**src/cims_pkg.sv**
```systemverilog
/*
 * cims_pkg: constants, pin bundles and state record for the card-side
 * interface-mode and address-space logic.
 * Assumes a single clock domain; every card pin is already synchronous.
 */
`default_nettype none

package cims_pkg;

   // ************************************************************
   // widths and sizes
   // ************************************************************
   localparam int CIMS_ADDR_W = 26;           // 64 MB in every space
   localparam int CIMS_DATA_W = 16;
   localparam int CIMS_ATTR_AW = 8;           // address bits of the attribute bytes held on the card (256 bytes)
   localparam int CIMS_IO_PORT_W = 3;         // eight I/O ports
   localparam int CIMS_IO_DEC_HI = 9;         // partial decode reaches bit nine

   // ************************************************************
   // attribute map and configuration fields
   // ************************************************************
   localparam logic [25:0] CIMS_CIS_BASE = 26'h0000000;    // structure starts at zero
   localparam logic [25:0] CIMS_CFG_INDEX_ADDR = 26'h0000200;
   localparam logic [25:0] CIMS_CFG_IOBASE_ADDR = 26'h0000202;
   localparam logic [5:0] CIMS_CFG_INDEX_RST = 6'h00;
   localparam logic [5:0] CIMS_CUSTOM_INDEX = 6'h3f;       // index that picks the custom mode
   localparam logic [6:0] CIMS_IOBASE_RST = 7'h00;
   localparam logic [7:0] CIMS_IO_WIDE_MASK = 8'h0f;       // ports 0..3 are 16 bits wide

   // ************************************************************
   // timing
   // ************************************************************
   localparam int CIMS_CLK_PERIOD_NS = 4;
   localparam int CIMS_RD_SETTLE_NS = 8;      // read data path settling
   localparam logic [1:0] CIMS_RD_WAIT_CYC =
      2'((CIMS_RD_SETTLE_NS + CIMS_CLK_PERIOD_NS - 1) / CIMS_CLK_PERIOD_NS);

   // ************************************************************
   // types
   // ************************************************************
   typedef enum logic [1:0] {
      CIMS_MODE_MEM,
      CIMS_MODE_IO,
      CIMS_MODE_CUSTOM
   } cims_mode_t;

   // host-driven card pins, active-low ones marked _n
   typedef struct packed {
      logic [25:0] addr;
      logic [15:0] data;
      logic ce1_n;            // even_byte_enable
      logic ce2_n;            // odd_byte_enable
      logic oe_n;
      logic we_n;
      logic reg_n;
      logic io_read_strobe_n;           // io_read_strobe
      logic io_write_strobe_n;           // io_write_strobe
      logic card_reset;
   } cims_bus_in_t;

   // card-driven pins; the four shared pins change meaning with the mode
   typedef struct packed {
      logic [15:0] data;
      logic data_oe;
      logic wait_n;
      logic ready_busy_line;       // mem: ready high; io: interrupt_request_line_n
      logic wp_wide_n;             // mem: write protect; io: io_port_wide_flag_n
      logic battery_detect_one_status_changed_line;           // mem: battery_detect_one; io: status_changed_line_n
      logic battery_detect_two_audio;            // mem: battery_detect_two; io: audio_wave_out_n
      logic input_port_ack_n;
   } cims_bus_out_t;

   typedef struct packed {
      cims_mode_t mode;
      logic [5:0] cfg_index;
      logic [6:0] io_base;
      logic prev_we_n;
      logic prev_io_write_strobe_n;
      logic prev_oe_n;
      logic prev_io_read_strobe_n;
      logic [1:0] rd_cnt;
      cims_bus_out_t pins;
   } cims_state_t;

   localparam cims_bus_out_t CIMS_PINS_RST = '{
      data: 16'h0000, data_oe: 1'b0, wait_n: 1'b1, ready_busy_line: 1'b0,
      wp_wide_n: 1'b0, battery_detect_one_status_changed_line: 1'b0, battery_detect_two_audio: 1'b0, input_port_ack_n: 1'b1};

   localparam cims_state_t CIMS_STATE_RST = '{
      mode: CIMS_MODE_MEM, cfg_index: CIMS_CFG_INDEX_RST, io_base: CIMS_IOBASE_RST,
      prev_we_n: 1'b1, prev_io_write_strobe_n: 1'b1, prev_oe_n: 1'b1, prev_io_read_strobe_n: 1'b1,
      rd_cnt: 2'h0, pins: CIMS_PINS_RST};

endpackage : cims_pkg

`default_nettype wire
```
**src/cims_attr_mem.sv**
```systemverilog
/*
 * cims_attr_mem: byte-wide attribute store holding the card information
 * structure, one write port and a registered read port.
 * Assumes the loader and the reader share the card clock; contents are
 * not cleared by reset.
 */
`timescale 1ns/10ps
`default_nettype none

module cims_attr_mem
   import cims_pkg::*;
(
   input wire logic ref_clk,
   input wire logic wr_en,
   input wire logic [cims_pkg::CIMS_ATTR_AW-1:0] wr_addr,
   input wire logic [7:0] wr_data,
   input wire logic [cims_pkg::CIMS_ATTR_AW-1:0] rd_addr,
   output logic [7:0] rd_data
);

   // ************************************************************
   // storage
   // ************************************************************
   logic [7:0] mem_r [0:(1<<CIMS_ATTR_AW)-1];

   // write then registered read; no reset so it maps to block ram
   always_ff @(posedge ref_clk) begin
      if (wr_en) begin
         mem_r[wr_addr] <= wr_data;
      end
      rd_data <= mem_r[rd_addr];
   end

endmodule : cims_attr_mem

`default_nettype wire

```
**src/cims_card_if.sv**
```systemverilog
/*
 * cims_card_if: card-side interface-mode selection, common and attribute
 * space decode, configuration registers, partial I/O decode and the
 * repurposed status pins.
 * Assumes host pins are synchronous to ref_clk and that the host keeps
 * address and data steady for the whole strobe.
 */
// Notes on behaviour
// [RULE_01] common space of 64 MB on a 26-bit address, readable and writable
// [RULE_02] separate attribute space chosen whenever register select is low
// [RULE_03] host never uses direct memory access on attribute space
// [RULE_04] information structure begins at attribute address zero, may be split
// [RULE_05] structure and configuration registers kept at low attribute addresses
// [RULE_06] memory-only interface after insertion, power-up and card reset
// [RULE_07] I/O mode repurposes ready, protect and battery pins, adds I/O signals
// [RULE_08] host shares one 64 MB I/O space among all cards
// [RULE_09] wide-port flag low only when address hits a 16-bit port
// [RULE_10] host may split 16-bit access to an 8-bit port in two
// [RULE_11] card decodes only up to address bit nine; host qualifies with bits 9/8
// [RULE_12] input port acknowledge low while one of our input ports is read
// [RULE_13] no I/O space nor I/O interface before configuration
// [RULE_14] host reads the structure first and may leave the card unconfigured
// [RULE_15] decode only enough lines for our ports, base placed by the host
// [RULE_16] bus-cycle extend and card reset work in every mode
// [RULE_17] 8-bit host holds odd-byte enable inactive
// [RULE_18] custom mode entered by writing the configuration index register
// [RULE_19] configuration registers sit in attribute space where advertised
// [RULE_20] socket picks memory-only when the slot is empty
// [RULE_21] even enable gates even bytes, odd enable gates odd bytes
// [RULE_22] host waits 20 ms after power or reset before enabling the card
// [RULE_23] no reads answered and no writes taken while card reset is high
// [RULE_24] memory-only mode ignores I/O strobes, wide flag and acknowledge negated
// [RULE_25] nonzero index selects I/O or custom; reset returns memory-only
`timescale 1ns/10ps
`default_nettype none

module cims_card_if (
   input wire logic ref_clk,
   input wire logic rst,
   input wire cims_pkg::cims_bus_in_t bus_i,
   output cims_pkg::cims_bus_out_t bus_o,
   // common memory array behind the card
   output logic cm_rd,
   output logic cm_wr,
   output logic [24:0] cm_word_addr,
   output logic [1:0] cm_be,
   output logic [15:0] cm_wdata,
   input wire logic [15:0] cm_rdata,
   // loader for the information structure
   input wire logic cis_wr,
   input wire logic [cims_pkg::CIMS_ATTR_AW-1:0] cis_addr,
   input wire logic [7:0] cis_data,
   // card function side
   output logic io_rd,
   output logic io_wr,
   output logic [cims_pkg::CIMS_IO_PORT_W-1:0] io_port,
   output logic [1:0] io_be,
   output logic [15:0] io_wdata,
   input wire logic [15:0] io_rdata,
   input wire logic card_ready,
   input wire logic write_protect,
   input wire logic battery_ok1,
   input wire logic battery_ok2,
   input wire logic irq_req,
   input wire logic status_change,
   input wire logic audio_bit,
   output cims_pkg::cims_mode_t mode
);
   import cims_pkg::*;

   // ************************************************************
   // helpers
   // ************************************************************
   // partial decode: bits above nine are never looked at
   function automatic logic io_hit(input logic [25:0] a, input logic [6:0] base);
      io_hit = (a[CIMS_IO_DEC_HI:CIMS_IO_PORT_W] == base);
   endfunction : io_hit

   // lane placement of read data for word, even byte and odd byte cycles
   function automatic logic [15:0] lane_out(input logic [15:0] w, input logic ce1_n,
                                            input logic ce2_n, input logic a0);
      if (!ce1_n && !ce2_n) begin
         lane_out = w;
      end else if (!ce1_n) begin
         lane_out = {8'h00, (a0 ? w[15:8] : w[7:0])};
      end else begin
         lane_out = {w[15:8], 8'h00};
      end
   endfunction : lane_out

   function automatic logic [1:0] lane_be(input logic ce1_n, input logic ce2_n,
                                          input logic a0);
      if (!ce1_n && !ce2_n) begin
         lane_be = 2'h3;
      end else if (!ce1_n) begin
         lane_be = a0 ? 2'h2 : 2'h1;
      end else if (!ce2_n) begin
         lane_be = 2'h2;
      end else begin
         lane_be = 2'h0;
      end
   endfunction : lane_be

   function automatic logic [15:0] lane_in(input logic [15:0] d, input logic ce1_n,
                                           input logic ce2_n);
      lane_in = (!ce1_n && ce2_n) ? {d[7:0], d[7:0]} : d;
   endfunction : lane_in

   // ************************************************************
   // state and attribute store
   // ************************************************************
   cims_state_t s_r;
   cims_state_t s_nxt;
   logic [7:0] attr_rdata;
   logic ce_any;
   logic mem_rd;
   logic mem_wr_edge;
   logic io_sel;
   logic io_rd_act;
   logic io_wr_edge;
   logic rd_start;
   logic [15:0] rd_word;

   cims_attr_mem u_attr (
      .ref_clk(ref_clk),
      .wr_en(cis_wr),
      .wr_addr(cis_addr),
      .wr_data(cis_data),
      .rd_addr(bus_i.addr[CIMS_ATTR_AW:1]),
      .rd_data(attr_rdata)
   );

   // ************************************************************
   // access decode
   // ************************************************************
   // reset masks every access; the socket may hold it for a long time
   assign ce_any = (!bus_i.ce1_n || !bus_i.ce2_n) && !bus_i.card_reset; // see [RULE_23]
   assign mem_rd = ce_any && !bus_i.oe_n;
   assign mem_wr_edge = ce_any && !bus_i.we_n && s_r.prev_we_n;
   // I/O exists only once configured, and register select doubles as I/O enable
   assign io_sel = (s_r.mode == CIMS_MODE_IO) && ce_any && !bus_i.reg_n
                   && io_hit(bus_i.addr, s_r.io_base);           // see [RULE_13] [RULE_15]
   assign io_rd_act = io_sel && !bus_i.io_read_strobe_n;                   // see [RULE_24]
   assign io_wr_edge = io_sel && !bus_i.io_write_strobe_n && s_r.prev_io_write_strobe_n;
   assign rd_start = (mem_rd && s_r.prev_oe_n) || (io_rd_act && s_r.prev_io_read_strobe_n);

   // common memory port: reads follow the strobe level, writes are one pulse
   assign cm_rd = mem_rd && bus_i.reg_n;                         // see [RULE_01]
   assign cm_wr = mem_wr_edge && bus_i.reg_n;
   assign cm_word_addr = bus_i.addr[25:1];
   assign cm_be = lane_be(bus_i.ce1_n, bus_i.ce2_n, bus_i.addr[0]); // see [RULE_21]
   assign cm_wdata = lane_in(bus_i.data, bus_i.ce1_n, bus_i.ce2_n);

   assign io_rd = io_rd_act;
   assign io_wr = io_wr_edge;
   assign io_port = bus_i.addr[CIMS_IO_PORT_W-1:0];
   assign io_be = cm_be;
   assign io_wdata = cm_wdata;
   assign mode = s_r.mode;

   // read word source: attribute holds bytes at even addresses only
   always_comb begin
      rd_word = 16'h0000;
      if (io_rd_act) begin
         rd_word = io_rdata;
      end else if (bus_i.reg_n) begin
         rd_word = cm_rdata;
      end else if (bus_i.addr == CIMS_CFG_INDEX_ADDR) begin // see [RULE_19]
         rd_word = {10'h000, s_r.cfg_index};
      end else if (bus_i.addr == CIMS_CFG_IOBASE_ADDR) begin
         rd_word = {9'h000, s_r.io_base};
      end else if (bus_i.addr[25:CIMS_ATTR_AW+1] == '0) begin
         // structure lives from address zero upward, low enough for any host
         rd_word = {8'h00, attr_rdata};                       // see [RULE_04] [RULE_05]
      end
   end

   // ************************************************************
   // next-state logic
   // ************************************************************
   always_comb begin
      s_nxt = s_r;
      s_nxt.prev_we_n = bus_i.we_n;
      s_nxt.prev_io_write_strobe_n = bus_i.io_write_strobe_n;
      s_nxt.prev_oe_n = bus_i.oe_n;
      s_nxt.prev_io_read_strobe_n = bus_i.io_read_strobe_n;
      if (bus_i.card_reset) begin
         // card reset acts in every mode and drops back to memory-only
         s_nxt = CIMS_STATE_RST;                              // see [RULE_06] [RULE_16]
      end else begin
         // configuration writes land only in attribute space
         if (mem_wr_edge && !bus_i.reg_n && !bus_i.ce1_n) begin // see [RULE_02]
            if (bus_i.addr == CIMS_CFG_INDEX_ADDR) begin
               s_nxt.cfg_index = bus_i.data[5:0];
               case (bus_i.data[5:0])
                  CIMS_CFG_INDEX_RST: s_nxt.mode = CIMS_MODE_MEM;
                  CIMS_CUSTOM_INDEX: s_nxt.mode = CIMS_MODE_CUSTOM; // see [RULE_18]
                  default: s_nxt.mode = CIMS_MODE_IO;                // see [RULE_25]
               endcase
            end else if (bus_i.addr == CIMS_CFG_IOBASE_ADDR) begin
               s_nxt.io_base = bus_i.data[6:0];
            end
         end
         // extend the cycle while the read path settles
         if (rd_start) begin
            s_nxt.rd_cnt = CIMS_RD_WAIT_CYC;                  // see [RULE_16]
         end else if (s_r.rd_cnt != 2'h0) begin
            s_nxt.rd_cnt = s_r.rd_cnt - 2'h1;
         end
      end
      s_nxt.pins.wait_n = (s_nxt.rd_cnt == 2'h0);
      // data drivers only during an answered read
      s_nxt.pins.data_oe = (mem_rd && !(bus_i.reg_n == 1'b0 && !bus_i.io_read_strobe_n)) || io_rd_act;
      s_nxt.pins.data = s_nxt.pins.data_oe ?
                        lane_out(rd_word, bus_i.ce1_n, bus_i.ce2_n, bus_i.addr[0]) : 16'h0000;
      // shared pins change meaning with the selected interface
      case (s_nxt.mode)
         CIMS_MODE_IO: begin
            s_nxt.pins.ready_busy_line = !irq_req;                       // see [RULE_07]
            s_nxt.pins.wp_wide_n = !(io_sel && CIMS_IO_WIDE_MASK[io_port]); // see [RULE_09]
            s_nxt.pins.battery_detect_one_status_changed_line = !status_change;
            s_nxt.pins.battery_detect_two_audio = !audio_bit;
            s_nxt.pins.input_port_ack_n = !io_rd_act;                    // see [RULE_12]
         end
         CIMS_MODE_CUSTOM: begin
            // custom signals are not ours; ready follows card_ready, the other shared pins stay quiet
            s_nxt.pins.ready_busy_line = card_ready;
            s_nxt.pins.wp_wide_n = 1'b1;
            s_nxt.pins.battery_detect_one_status_changed_line = 1'b1;
            s_nxt.pins.battery_detect_two_audio = 1'b1;
            s_nxt.pins.input_port_ack_n = 1'b1;
         end
         default: begin
            s_nxt.pins.ready_busy_line = card_ready;
            s_nxt.pins.wp_wide_n = write_protect;
            s_nxt.pins.battery_detect_one_status_changed_line = battery_ok1;
            s_nxt.pins.battery_detect_two_audio = battery_ok2;
            s_nxt.pins.input_port_ack_n = 1'b1;                          // see [RULE_24]
         end
      endcase
   end

   // ************************************************************
   // state register
   // ************************************************************
   always_ff @(posedge ref_clk or posedge rst) begin
      if (rst) begin
         s_r <= CIMS_STATE_RST;                               // see [RULE_06]
      end else begin
         s_r <= s_nxt;
      end
   end

   assign bus_o = s_r.pins;

endmodule : cims_card_if

`default_nettype wire

```
**config.mk**
```make
export PLATFORM = sky130hd
export DESIGN_NAME = cims_card_if
export DESIGN_NICKNAME = d
export VERILOG_FILES = /design/src/cims_pkg.sv /design/src/cims_attr_mem.sv /design/src/cims_card_if.sv
export SDC_FILE = /design/constraint.sdc
export NUM_CORES = 2
export LEC_CHECK = 0
export BUFFER_PORTS_ARGS = -buffer_cell sky130_fd_sc_hd__buf_4
export CAP_MARGIN = 20
export CELL_PAD_IN_SITES_DETAIL_PLACEMENT = 1
export CELL_PAD_IN_SITES_GLOBAL_PLACEMENT = 2
export CORE_MARGIN = 2
export CORE_UTILIZATION = 49
export DETAILED_ROUTE_END_ITERATION = 8
export GPL_TIMING_DRIVEN = 0
export PLACE_DENSITY_LB_ADDON = 0.25
export SYNTH_ARGS = -nofsm -noshare
export SYNTH_HDL_FRONTEND = slang
export SYNTH_HIERARCHICAL = 1
export SYNTH_SLANG_ARGS = --single-unit
```
**constraint.sdc**
```tcl
create_clock -name ref_clk -period 2.7 [get_ports ref_clk]
set_input_delay 0.27 -clock ref_clk [delete_from_list [all_inputs] [get_ports ref_clk]]
set_output_delay 0.27 -clock ref_clk [all_outputs]
set_load 0.01 [all_outputs]
```
==> impl_metrics.ini <==
[outcome]
status = complete, but fails checks
violations = setup timing

[pwr]
peakVddDrop_mv = 0.690
power_leakage_nw = 30.8
internal-power_mw = 53.7
p_per_area_nw_per_um2 = 717
power.share.clock_pct = 41.4
seqPwrFrac_pct = 51.7
pwr-share-comb_pct = 6.9
switching_power_mw = 15.8
swShare_pct = 22.7

[sta]
relSlewSlack_pct = 17.4
hold_viol = 0
fin_crit_sh_pct = 111
tns_ps = -27370
timing.final.crit_period_ps = 2980
finalHoldWorstSlack_ps = 66.6
finalSetupViolCount = 368
rsz0062_at_grt = yes
fmax_mhz = 335
skew_ps = 42.4
worst_pin_slew_ps = 1240
slew_violations = 0
setup_slack_ps = -284

[clocking]
clk_latency_ps = 880
cts_buffers = 210
cts_root_buffer = clkbuf_16
cts_tree = yes
clk_pin_slew_ps = 70
cts.sinks = 2100
htree_levels = 4
clockBufferDepth = 3

[worst_hold_path]
holdPathStages = 5
min_to = s_r[33]$_DFFE_PP0P_
worstHoldStart = bus_i[32]
holdCritPathClass = in2reg

[cells_and_area]
area_growth_pct = 17.0
drive_gt1_share_pct = 30.6
fillers = 14300
nets = 4745
design_area_um2 = 96900
final_cell_mix = 2048 x edfxtp_1, 454 x mux4_2, 298 x buf_4, 212 x clkbuf_16, 208 x nor2_1
layout_commonest_cell = edfxtp_1

[routing]
drt-pass1-iter-count = 6
vias = 46200
drt_iter0_drc = 6897
vias_per_cell = 6.59
drt-total-wl_mm = 272
drc = 0
ant_nets = 0
wl_per_cell_um = 38.8

[worst_setup_path]
slowest_delay_ps = 560
crit_required_ps = 2430
worstPathArrival_ps = 2710
critPathCaptureType = output port
reg2reg_depth = 8
worstSetupPathType = reg2out
startpoint_type = register
path_cells = nand2b_4 > or4b_4 > or4_4 > clkinv_8 > o21ai_4 > inv_2 > buf_6
cp_max_fo = 3
rr_endpoint = u_attr/rd_data[5]$_DFF_P_
ff2ff_setup_slack_ps = 70
r2r_start = u_attr/mem_r[192][5]$_DFFE_PP_
slowest_stage = or4_4

[placement]
gp_congestion = 0.913
placed_area_um2 = 87800
post-dp-hpwl_mm = 182
io_buffer_count = 192

[global_route]
grt_pass1_wl_mm = 375
grt_pass1_vias = 46300
grt_max_degree = 165
grt_overflow_total = 0
antenna_found_initial = 7
grt_usage_pct = 31.5

[synth]
synth-edff-count = 2048
ys.flop_type = edfxtp_1
synth_cells = 4101
yosysUniqueCellTypes = 75
avgSynthCellArea_um2 = 20.2
synth-warning-count = 6
syn_nets = 4211
syn_area_um2 = 82800
yosysSeqAreaShare_pct = 75.8
ys_seq_elements = 2100
synthArstFlopShare_pct = 2.10

[floorplan]
coreArea_um2 = 167000
rows = 150
fp.dieH_um = 415
die_x_um = 415
start_util_pct = 49.5
dieArea_um2 = 172000
io_pins = 201

[job]
max-cap-violations = 0
-- through the flow --
step           setup slack [ps]  total power, mW  std cells  util (%)
2_1_floorplan               296             38.5       4101         -
3_3_place_gp              -3750             40.7       6497      52.0
3_5_place_dp              -2350             40.9       6535      52.4
4_1_cts                    -460             69.6       7000      57.5
5_1_grt                    -341             70.9       7011      57.9
6_report                   -284             69.4       7013      57.9
-- sequential cells by signal (all words and copies together), names as in the netlist --
signal          cells
mode                2
u_attr/rd_data      8
s_r                19
bus_o              23
u_attr/mem_r     2048
-- worst max-delay path by stage --
stage / cells past startpoint / slack (ps) / endpoint / from
floorplan: 8 / 300 / bus_o[0]$_DFF_PP1_ / bus_i[24]
global placement: 10 / -3750 / u_attr/rd_data[5]$_DFF_P_ / bus_i[26]
detailed placement: 9 / -2350 / u_attr/rd_data[7]$_DFF_P_ / bus_i[27]
CTS: 8 / -460 / cm_rd / mode[0]$_DFF_PP0_
global route: 7 / -340 / cm_rd / mode[0]$_DFF_PP0_
finish: 7 / -280 / cm_rd / mode[0]$_DFF_PP0_
-- cells by family (layout without fill, tap and decap cells) --
family,Yosys count,count (layout),synth area share (%)
simple gates,570,570,3.25
mux,601,601,14.2
other cells,0,5,0
xor+xnor,7,7,0.0740
compound gates,475,475,4.00
fa+ha+maj,2,2,0.0302
flops,2100,2100,75.8
buf+inv,346,1049,2.66
-- worst max-delay path, delay by kind of cell, from the launching register on --
family,cells,cell delay [ps]
AO/OA/AOI/OAI,1,60
buffers and inverters,3,250
flip-flops,1,390
AND/OR/NAND/NOR,3,1150
-- Yosys cell counts, types with 8 or more instances --
cell type | number | share of area [%]
a211oi_1 | 17 | 0.15
a21oi_1 | 111 | 0.67
a221oi_1 | 13 | 0.14
a22o_1 | 12 | 0.13
a22oi_1 | 146 | 1.3
buf_1 | 22 | 0.10
buf_12 | 9 | 0.22
buf_2 | 33 | 0.20
buf_4 | 107 | 0.97
buf_6 | 22 | 0.30
buf_8 | 13 | 0.24
clkbuf_1 | 125 | 0.57
dfrtp_1 | 38 | 1.1
dfxtp_1 | 8 | 0.19
edfxtp_1 | 2048 | 74
inv_1 | 13 | 0.059
mux2_2 | 9 | 0.12
mux2i_1 | 136 | 1.6
mux4_2 | 454 | 12
nand2_1 | 60 | 0.27
nand2b_1 | 21 | 0.16
nand3_1 | 35 | 0.21
nand4_1 | 14 | 0.11
nor2_1 | 302 | 1.4
nor2b_1 | 40 | 0.30
nor3_1 | 25 | 0.15
nor4_1 | 31 | 0.23
o211ai_1 | 12 | 0.11
o21ai_0 | 39 | 0.24
o221ai_1 | 50 | 0.53
o22ai_1 | 29 | 0.22
-- power by group through the flow --
stage | Combinational (mW) | Sequential, mW | Clock [mW]
2_1_floorplan | 1.94 | 36.6 | 0
3_3_place_gp | 4.09 | 36.7 | 0
3_5_place_dp | 4.29 | 36.6 | 0
4_1_cts | 4.58 | 35.9 | 29.1
5_1_grt | 4.87 | 35.9 | 30.1
6_report | 4.76 | 35.9 | 28.8
-- timing repair --
action	CTS	global route
setup endpoints to repair	64	613
pin swaps	15	24
setup buffers	8	5
hold buffers	77	0
endpoints found under the hold margin	484	0
cloned	0	0
gates resized for setup	218	184
-- layer usage --
metal / vias up / routed length [um] / global-route usage (%)
met5: - / 14 / 0
met4: 2 / 12500 / 12.7
met3: 531 / 29300 / 7.23
met2: 2801 / 126000 / 48.6
met1: 24900 / 104000 / 43.8
li1: 18000 / - / -
-- cell type report --
type	instances	area [um2]	area share [%]
tap	2204	2760	2.85
multi-input combinational	1655	18900	19.6
sequential	2100	62800	64.8
timing repair buffer	325	3160	3.26
clock buffer	266	5510	5.69
inverter	15	72.6	0.0749
buffer	328	2460	2.54
clock inverter	115	1190	1.22
antenna	5	12.5	0.0129
No activity file was read; power rests on OpenSTA's default activity.
